$ cat src/cap_switch_defines.svh
// Timing counts and line-output encodings for the bulk capacitor sequencer.
`ifndef CAP_SWITCH_DEFINES_SVH
`define CAP_SWITCH_DEFINES_SVH

`define CLK_PERIOD_NS 10
`define BROWNOUT_TIME_MS 500
`define BROWNOUT_CYCLES ((`BROWNOUT_TIME_MS * 1000000) / `CLK_PERIOD_NS)
`define SURGE_TIME_US 130
`define SURGE_CYCLES ((`SURGE_TIME_US * 1000) / `CLK_PERIOD_NS)
`define SETTLE_TIME_MS 20
`define SETTLE_CYCLES ((`SETTLE_TIME_MS * 1000000) / `CLK_PERIOD_NS)

`define LINE_MIRROR 2'h0
`define LINE_UV_INJECT 2'h1
`define LINE_OV_INJECT 2'h2

`endif

$ cat src/cap_switch_pkg.sv
// Types shared by the bulk capacitor sequencer.
package cap_switch_pkg;

    typedef enum logic [2:0]
    {
        ST_OFF = 3'h0,
        ST_SETTLE = 3'h1,
        ST_CHARGE = 3'h3,
        ST_RUN = 3'h2,
        ST_THERMAL = 3'h6,
        ST_PIN_FAULT = 3'h7
    } seq_state_t;

    typedef logic [1:0] line_mode_t;

endpackage

$ cat src/event_timer.sv
// Down-counting interval timer that restarts or clears on command.
`timescale 1ns/10ps

module event_timer #(
    parameter int WIDTH = 26
) (
    input wire logic clk,
    input wire logic rst_n,
    input wire logic start,
    input wire logic clear,
    input wire logic [WIDTH-1:0] load_value,
    output logic busy,
    output logic done
);

    logic [WIDTH-1:0] count_ff;
    logic [WIDTH-1:0] nxt_count;
    logic done_ff;
    wire logic at_last = (count_ff == {{(WIDTH-1){1'b0}}, 1'b1});

    // Clear beats start so that an ended condition never leaves a stale count.
    assign nxt_count = clear ? '0 :
                       start ? load_value :
                       (count_ff != '0) ? count_ff - 1'b1 : count_ff;

    // ------------------------------------------------------------------
    // Counter
    // ------------------------------------------------------------------
    always_ff @(posedge clk or negedge rst_n)
    begin
        if (!rst_n)
        begin
            count_ff <= '0;
            done_ff <= 1'b0;
        end
        else
        begin
            count_ff <= nxt_count;
            done_ff <= at_last && !clear && !start;
        end
    end

    assign busy = (count_ff != '0);
    assign done = done_ff;

endmodule

$ cat src/bulk_cap_switch_sequencer.sv
// Steady-state switch control, fault handling and line signalling.
// Functional notes
// - Switch on while bus below upper threshold.
// - Switch off when bus reaches upper threshold.
// - Re-engage after lower threshold and equal voltages.
// - Engage decisions repeat freely every line cycle.
// - Trickle-charge within window while bus stays high.
// - Undervoltage for 500 ms restarts start-up.
// - Surge while on forces switch off 130 us.
// - Surges never reach the line output.
// - Over-temperature shuts down, injects overvoltage current.
// - Cooling below hysteresis restarts start-up.
// - Pin open/short injects overvoltage current while present.
// - Cleared pin fault restarts start-up.
// - Faults reported only through line output.
// - Line output mirrors top sense current normally.
// - Wait 20 ms after brown-in before sampling.
// - Start-up injects undervoltage current on line.
`timescale 1ns/10ps

`include "cap_switch_defines.svh"

module bulk_cap_switch_sequencer
    import cap_switch_pkg::*;
#(
    parameter int BROWNOUT_CYCLES = `BROWNOUT_CYCLES,
    parameter int SETTLE_CYCLES = `SETTLE_CYCLES,
    parameter int SURGE_CYCLES = `SURGE_CYCLES
) (
    input wire logic clk,
    input wire logic rst_n,
    input wire logic bus_above_upper,
    input wire logic bus_below_lower,
    input wire logic caps_equal,
    input wire logic bus_below_uv,
    input wire logic brown_in,
    input wire logic charge_done,
    input wire logic below_trickle_window,
    input wire logic surge_detect,
    input wire logic over_temp,
    input wire logic temp_recovered,
    input wire logic pin_fault,
    output logic switch_on,
    output logic trickle_on,
    output logic charge_enable,
    output logic [1:0] line_mode
);

    localparam int TW = 26;

    // ------------------------------------------------------------------
    // Input synchronisers
    // ------------------------------------------------------------------
    // All comparator and fault levels come from the analog side, so each
    // passes two flops before any decision looks at it.
    localparam int NIN = 11;
    logic [NIN-1:0] meta_ff;
    logic [NIN-1:0] sync_ff;
    wire logic [NIN-1:0] raw_in = {bus_above_upper, bus_below_lower,
        caps_equal, bus_below_uv, brown_in, charge_done,
        below_trickle_window, surge_detect, over_temp, temp_recovered,
        pin_fault};

    always_ff @(posedge clk or negedge rst_n)
    begin
        if (!rst_n)
        begin
            meta_ff <= '0;
            sync_ff <= '0;
        end
        else
        begin
            meta_ff <= raw_in;
            sync_ff <= meta_ff;
        end
    end

    wire logic s_above = sync_ff[10];
    wire logic s_below_lower = sync_ff[9];
    wire logic s_equal = sync_ff[8];
    wire logic s_uv = sync_ff[7];
    wire logic s_brown_in = sync_ff[6];
    wire logic s_charged = sync_ff[5];
    wire logic s_trickle_low = sync_ff[4];
    wire logic s_surge = sync_ff[3];
    wire logic s_hot = sync_ff[2];
    wire logic s_cool = sync_ff[1];
    wire logic s_pin = sync_ff[0];

    // ------------------------------------------------------------------
    // Sequencer state and timers
    // ------------------------------------------------------------------
    seq_state_t state_ff;
    seq_state_t nxt_state;
    logic switch_ff;
    logic nxt_switch;
    logic trickle_ff;
    logic charge_ff;
    logic [1:0] line_ff;
    logic [1:0] nxt_line;
    logic bo_busy;
    logic bo_done;
    logic st_done;
    logic sg_busy;
    logic settle_armed_ff;

    wire logic in_run = (state_ff == ST_RUN);

    // Brown-out interval runs only while undervoltage persists in run.
    wire logic bo_start = in_run && s_uv && !bo_busy && !bo_done;
    wire logic bo_clear = !(in_run && s_uv);

    event_timer #(
        .WIDTH(TW)
    ) u_brownout (
        .clk(clk),
        .rst_n(rst_n),
        .start(bo_start),
        .clear(bo_clear),
        .load_value(TW'(BROWNOUT_CYCLES)),
        .busy(bo_busy),
        .done(bo_done)
    );

    // Settle wait after brown-in, shared timer form for start-up.
    wire logic st_start = (state_ff == ST_SETTLE) && !settle_armed_ff;
    wire logic st_clear = (state_ff != ST_SETTLE);

    event_timer #(
        .WIDTH(TW)
    ) u_settle (
        .clk(clk),
        .rst_n(rst_n),
        .start(st_start),
        .clear(st_clear),
        .load_value(TW'(SETTLE_CYCLES)),
        .busy(),
        .done(st_done)
    );

    // A surge only counts while the switch is actually closed.
    wire logic sg_start = in_run && switch_ff && s_surge && !sg_busy;
    wire logic sg_clear = !in_run;

    event_timer #(
        .WIDTH(TW)
    ) u_surge (
        .clk(clk),
        .rst_n(rst_n),
        .start(sg_start),
        .clear(sg_clear),
        .load_value(TW'(SURGE_CYCLES)),
        .busy(sg_busy),
        .done()
    );

    wire logic surge_hold = sg_busy || sg_start;

    // ------------------------------------------------------------------
    // Next-state and output decode
    // ------------------------------------------------------------------
    // Faults take priority: thermal, then pin, then brown-out.
    always_comb
    begin
        nxt_state = state_ff;
        unique case (state_ff)
            ST_OFF:
                if (s_brown_in)
                    nxt_state = ST_SETTLE;
            ST_SETTLE:
                if (st_done)
                    nxt_state = ST_CHARGE;
            ST_CHARGE:
                if (s_charged)
                    nxt_state = ST_RUN;
            ST_RUN:
                if (bo_done)
                    nxt_state = ST_OFF;
            ST_THERMAL:
                if (s_cool && !s_hot)
                    nxt_state = ST_OFF;
            ST_PIN_FAULT:
                if (!s_pin)
                    nxt_state = ST_OFF;
            default:
                nxt_state = ST_OFF;
        endcase
        if (s_hot)
            nxt_state = ST_THERMAL;
        else if (s_pin && state_ff != ST_THERMAL)
            nxt_state = ST_PIN_FAULT;
    end

    // Hysteretic engage: off at the upper level, back on only once the bus
    // is under the lower level and the bottom sense shows equal voltages.
    // No cycle-count lockout, so this may toggle many times per line cycle.
    always_comb
    begin
        nxt_switch = switch_ff;
        if (!in_run || nxt_state != ST_RUN)
            nxt_switch = 1'b0;
        else if (surge_hold)
            nxt_switch = 1'b0;
        else if (s_above)
            nxt_switch = 1'b0;
        else if (!switch_ff && s_below_lower && s_equal)
            nxt_switch = 1'b1;
        else if (switch_ff)
            nxt_switch = 1'b1;
    end

    // Trickle charge only while the switch stays open above the upper level.
    wire logic nxt_trickle = in_run && !switch_ff && s_above &&
        s_trickle_low;

    // The line output carries start-up and fault states only; surges are
    // deliberately absent from this decode.
    always_comb
    begin
        nxt_line = `LINE_MIRROR;
        if (nxt_state == ST_THERMAL || nxt_state == ST_PIN_FAULT)
            nxt_line = `LINE_OV_INJECT;
        else if (nxt_state != ST_RUN)
            nxt_line = `LINE_UV_INJECT;
    end

    // ------------------------------------------------------------------
    // Registers
    // ------------------------------------------------------------------
    always_ff @(posedge clk or negedge rst_n)
    begin
        if (!rst_n)
        begin
            state_ff <= ST_OFF;
            switch_ff <= 1'b0;
            trickle_ff <= 1'b0;
            charge_ff <= 1'b0;
            line_ff <= `LINE_UV_INJECT;
            settle_armed_ff <= 1'b0;
        end
        else
        begin
            state_ff <= nxt_state;
            switch_ff <= nxt_switch;
            trickle_ff <= nxt_trickle;
            charge_ff <= (nxt_state == ST_CHARGE);
            line_ff <= nxt_line;
            settle_armed_ff <= (state_ff == ST_SETTLE);
        end
    end

    assign switch_on = switch_ff;
    assign trickle_on = trickle_ff;
    assign charge_enable = charge_ff;
    assign line_mode = line_ff;

endmodule

$ cat config.mk
export PLATFORM = sky130hd
export DESIGN_NAME = bulk_cap_switch_sequencer
export DESIGN_NICKNAME = d
export VERILOG_FILES = /design/src/cap_switch_pkg.sv /design/src/event_timer.sv /design/src/bulk_cap_switch_sequencer.sv
export VERILOG_INCLUDE_DIRS = /design/src /design/src/src
export SDC_FILE = /design/constraint.sdc
export NUM_CORES = 1
export LEC_CHECK = 0
export ABC_AREA = 1
export BUFFER_PORTS_ARGS = -buffer_cell sky130_fd_sc_hd__buf_2
export CAP_MARGIN = 40
export CELL_PAD_IN_SITES_DETAIL_PLACEMENT = 1
export CELL_PAD_IN_SITES_GLOBAL_PLACEMENT = 1
export CORE_ASPECT_RATIO = 0.7
export CORE_MARGIN = 3
export CORE_UTILIZATION = 47
export DETAILED_ROUTE_END_ITERATION = 8
export HOLD_SLACK_MARGIN = 0.05
export PLACE_DENSITY = 0.91
export SYNTH_ARGS = -nofsm -noshare
export SYNTH_HDL_FRONTEND = slang
export SYNTH_HIERARCHICAL = 1
export SYNTH_SLANG_ARGS = --single-unit
$ cat constraint.sdc
create_clock -name clk -period 2.7 [get_ports clk]
set_input_delay 0.54 -clock clk [delete_from_list [all_inputs] [get_ports clk]]
set_output_delay 0.54 -clock clk [all_outputs]
set_load 0.01 [all_outputs]
Word level (Yosys, flattened, before mapping)
Index checks and enable logic that the tools add are counted.

Add/sub/neg operators: 3. Equality and inequality tests: 15. Muxes and demuxes: 25. Reductions and logical operators: 36.

Operator list (number): $mux 26 (9); $reduce_bool 26->1 (3); $sub 26x1->26 const B (3); $eq 26x1->1 const B (2); $mux 3 (8); $logic_and 1x1->1 (18); $pmux 3 s6 (1); $eq 3x3->1 const B (4); $logic_not 1->1 (10); $eq 3x2->1 const B (3); $ne 3x2->1 const B (3); $mux 1 (6); $eq 3x1->1 const B (1); $logic_not 3->1 (1); $logic_or 1x1->1 (3); $ne 3x1->1 const B (1); $ne 3x3->1 const B (1); $reduce_bool 3->1 (1); $mux 2 (1).

Register bits after elaboration: 111. Output and inout bits: 5.

Longest topological paths before layout
Word-level depth: 9. Depth in mapped cells: 15.

Cells and area by module
The synthesis kept the hierarchy.

Modules (own cells, without submodules): event_timer (instances 3, cells each 282, area an instance 1891.8 µm²); bulk_cap_switch_sequencer (instances 1, cells each 85, area an instance 1047.3 µm²).

Worst setup path after synthesis
OpenSTA, ideal clock, no wires.

Kind: register to register. From: reg u_surge.count_ff[0]. To: reg u_surge.count_ff[2]. Setup time: 0.120 ns. Data arrival time: 2.253 ns. Data required time: 2.580 ns. Setup slack: 0.327 ns. Cell stages (with the launch flop): 13. Path buffers: 2. Period minus slack after synthesis: 2.373 ns. Cells stage by stage: dfrtp_1 -> inv_1 -> ha_1 -> nand2_2 -> nor2_4 -> nand2_4 -> nor2_4 -> nand3_1 -> nor3_1 -> buf_4 -> clkbuf_1 -> mux2i_1 -> nor2_1.

Word-level cells in the longest chain between the ends: 5. Elaborated cells between the ends (all ways): 8.

Ends and longest elaborated chain: from (decl) (RTL line event_timer.sv:16) `logic [WIDTH-1:0] count_ff;`; from (signal assigned) (RTL line event_timer.sv:38) `count_ff <= nxt_count;`; $reduce_bool 26->1 * (RTL line event_timer.sv:43) `assign busy = (count_ff != '0);`; via sg_busy (RTL line bulk_cap_switch_sequencer.sv:104) `logic sg_busy;`; $logic_not 1->1 * (RTL line bulk_cap_switch_sequencer.sv:142) `wire logic sg_start = in_run && switch_ff && s_surge && !sg_busy;`; $logic_and 1x1->1 * (RTL line bulk_cap_switch_sequencer.sv:142); via sg_start (RTL line bulk_cap_switch_sequencer.sv:142); $mux 26 (RTL line event_timer.sv:23) `start ? load_value :`; $mux 26 (RTL line event_timer.sv:22) `assign nxt_count = clear ? '0 :`.

The timed path passes the listed nets; every way through them passes the cells marked *. The select of a mux whose other input is x is not followed. A chain may end at the register's enable or synchronous reset.

Final worst setup path
From: reg u_surge.count_ff[1]. To: reg u_surge.count_ff[0].

Same word-level chain as after synthesis.

==> impl_metrics.tcl <==
set metrics [dict create \
    status "finished with violations" \
    violations "negative setup slack" \
    clkSinkCount 111 \
    clockBufferDepth 2 \
    clock-root-buffer "clkbuf_16" \
    first_global_vias 6867 \
    area.growth.synth_to_final_pct 15.1 \
    viasPerCell 5.33 \
    skew_ns 0.0105 \
    ant_nets 0 \
    seqPwrFrac_pct 21.4 \
    layout_commonest_cell "nor2_1" \
    grt.overflow.total 0 \
    synth_cells 923 \
    drc 0 \
    synth_area_mm2 0.00666 \
    cellPowerDensity_mw_per_mm2 1450 \
    cts_tree "built" \
    power_switching_w 0.00607 \
    avgSynthCellArea_um2 7.21 \
    slowest_delay_ns 0.42 \
    crit_type "register to register" \
    dieArea_mm2 0.0157 \
    tightestPinTransition_ns 0.553 \
    slew_headroom_pct 63.0 \
    die_h_um 106 \
    antenna_found_initial 0 \
    routedWlPerCell_um 18.1 \
    power.share.clock_pct 13.1 \
    switching_share_pct 54.7 \
    routed_wl_mm 22.0 \
    required_ns 2.97 \
    clock.fmax_mhz 359 \
    htree_levels 3 \
    hold_path.class "primary input to asynchronous set/reset pin" \
    r2r_slack_ns -0.09 \
    io_buffers 17 \
    clock_latency_ns 0.37 \
    grt_pass1_wl_mm 33.7 \
    stdcell_area_mm2 0.00766 \
    cts_buffers 9 \
    dr.pass1.iters 5 \
    start_util_pct 49.4 \
    path_cells "inv_1 > ha_1 > nand2_4 > nor2_4 > nand2_4 > nor2_4 > nand3_2 > nor3_4 > buf_4 > clkinvlp_4 > buf_4 > a211oi_1 > nand2_1 > o21ai_0" \
    path_clk_slew_ns 0.09 \
    maxCapViolations 0 \
    crit_fanout 8 \
    final_cell_mix "nor2_1, nand2_1, dfrtp_1, conb_1, inv_1" \
    p_comb_share_pct 65.5 \
    io_pins 18 \
    start_kind "register" \
    ys_warn_count 6 \
    placement_rows 35 \
    coreArea_mm2 0.0135 \
    critPathArrivalTime_ns 3.06 \
    finalPower_w 0.0111 \
    placedInstanceArea_mm2 0.00726 \
    die_x_um 148 \
    setup_viol_count_final 3 \
    grt_max_degree 55 \
    cpMaxStageDelayCell "dfrtp_1" \
    fill_cells 1796 \
    nets 1043 \
    finalCritPeriodShare_pct 103 \
    ir_drop_uv 578 \
    internal-power_w 0.00502 \
    setup_ws_ns -0.0880 \
    diodes 0 \
    drive_gt1_share_pct 10.7 \
    place_hpwl_mm 14.4 \
    p_leak_nw 4.28 \
    min_period_ns 2.79 \
    slew_viol_final 0 \
    initialDrtViolationCount 468 \
    place_congestion 0.845 \
    vias 6480 \
    grt_usage_pct 26.9 \
    endpoint_kind "register" \
    hold_viol 0 \
]
==> registers in the layout, summed over array words and instances, names as in the netlist <==
signal / count
settle_armed_ff: 1
u_brownout/count_ff: 26
meta_ff: 11
u_brownout/done: 1
charge_enable: 1
trickle_on: 1
sync_ff: 11
u_surge/count_ff: 26
switch_on: 1
u_settle/count_ff: 26
u_settle/done: 1
state_ff: 3
line_mode: 2
==> routing by layer <==
layer	up-vias	wire length, um	track usage (%)
met5	-	0	0
met4	0	585	8.50
met3	58	900	4.81
met2	180	11100	47.3
met1	3202	9440	33.6
li1	3040	-	-
==> area by class of cell <==
class	instances	area (um^2)	share of cell area, %
Sequential cell	111	2780	36.3
Tap cell	185	231	3.02
Inverter	81	308	4.02
Timing Repair inverter	1	7.51	0.0980
Timing Repair Buffer	35	243	3.17
Clock inverter	7	101	1.32
Clock buffer	9	225	2.94
Multi-Input combinational cell	786	3770	49.2
==> power groups by stage <==
stage / Sequential (W) / Combinational [W] / Clock, W
final: 0.00238 / 0.00726 / 0.00145
after floorplan: 0.00226 / 0.00508 / 0
after detailed placement: 0.00236 / 0.00666 / 0
after global placement: 0.00233 / 0.00632 / 0
after global routing: 0.00241 / 0.00812 / 0.00154
after CTS: 0.00234 / 0.00683 / 0.00148
==> critical path, delay by kind of cell, from the launching register on <==
kind,cells,cell delay (ns)
buffers and inverters,4,0.55
DFF,1,0.42
adders and majority gates,1,0.24
AOI/OAI and AO/OA,2,0.44
and+or+nand+nor,7,1.02
==> path summary, 6_finish.rpt <==
| kind | start | end | cells past startpoint |
|---|---|---|---|
| worst max-delay path | u_surge/count_ff[1] | u_surge/count_ff[0] | 14 |
| worst min-delay path | rst_n | u_brownout/count_ff[7] | 1 |
| worst max register to register | u_surge/count_ff[1] | u_surge/count_ff[0] | 14 |
| worst min register to register | meta_ff[2] | sync_ff[2] | 0 |
| max in group asynchronous | rst_n | line_mode[0] | 2 |
| min in group clk | temp_recovered | meta_ff[1] | 1 |
==> per-stage QoR <==
step	util [%]	hold WS, ns	instances	setup TNS [ns]	setup slack (ns)
6_report	56.8	0.105	1215	-0.164	-0.0880
5_1_grt	56.8	0.125	1215	-2.40	-0.236
4_1_cts	56.5	0.118	1213	0	0.0529
3_5_place_dp	53.8	0.336	1194	0	0.0124
3_3_place_gp	53.7	0.334	1193	0	0.217
2_1_floorplan	-	0.244	999	0	0.351
==> timing repair <==
| item | CTS | global route |
|---|---|---|
| hold buffers | 0 | 0 |
| pin swaps | 1 | 3 |
| resized for setup | 4 | 4 |
| buffers inserted | 2 | 2 |
| gates cloned | 1 | 0 |
| setup endpoints to repair | 9 | 46 |
| endpoints found under the hold margin | 0 | 0 |
No activity file was read; power rests on OpenSTA's default activity.
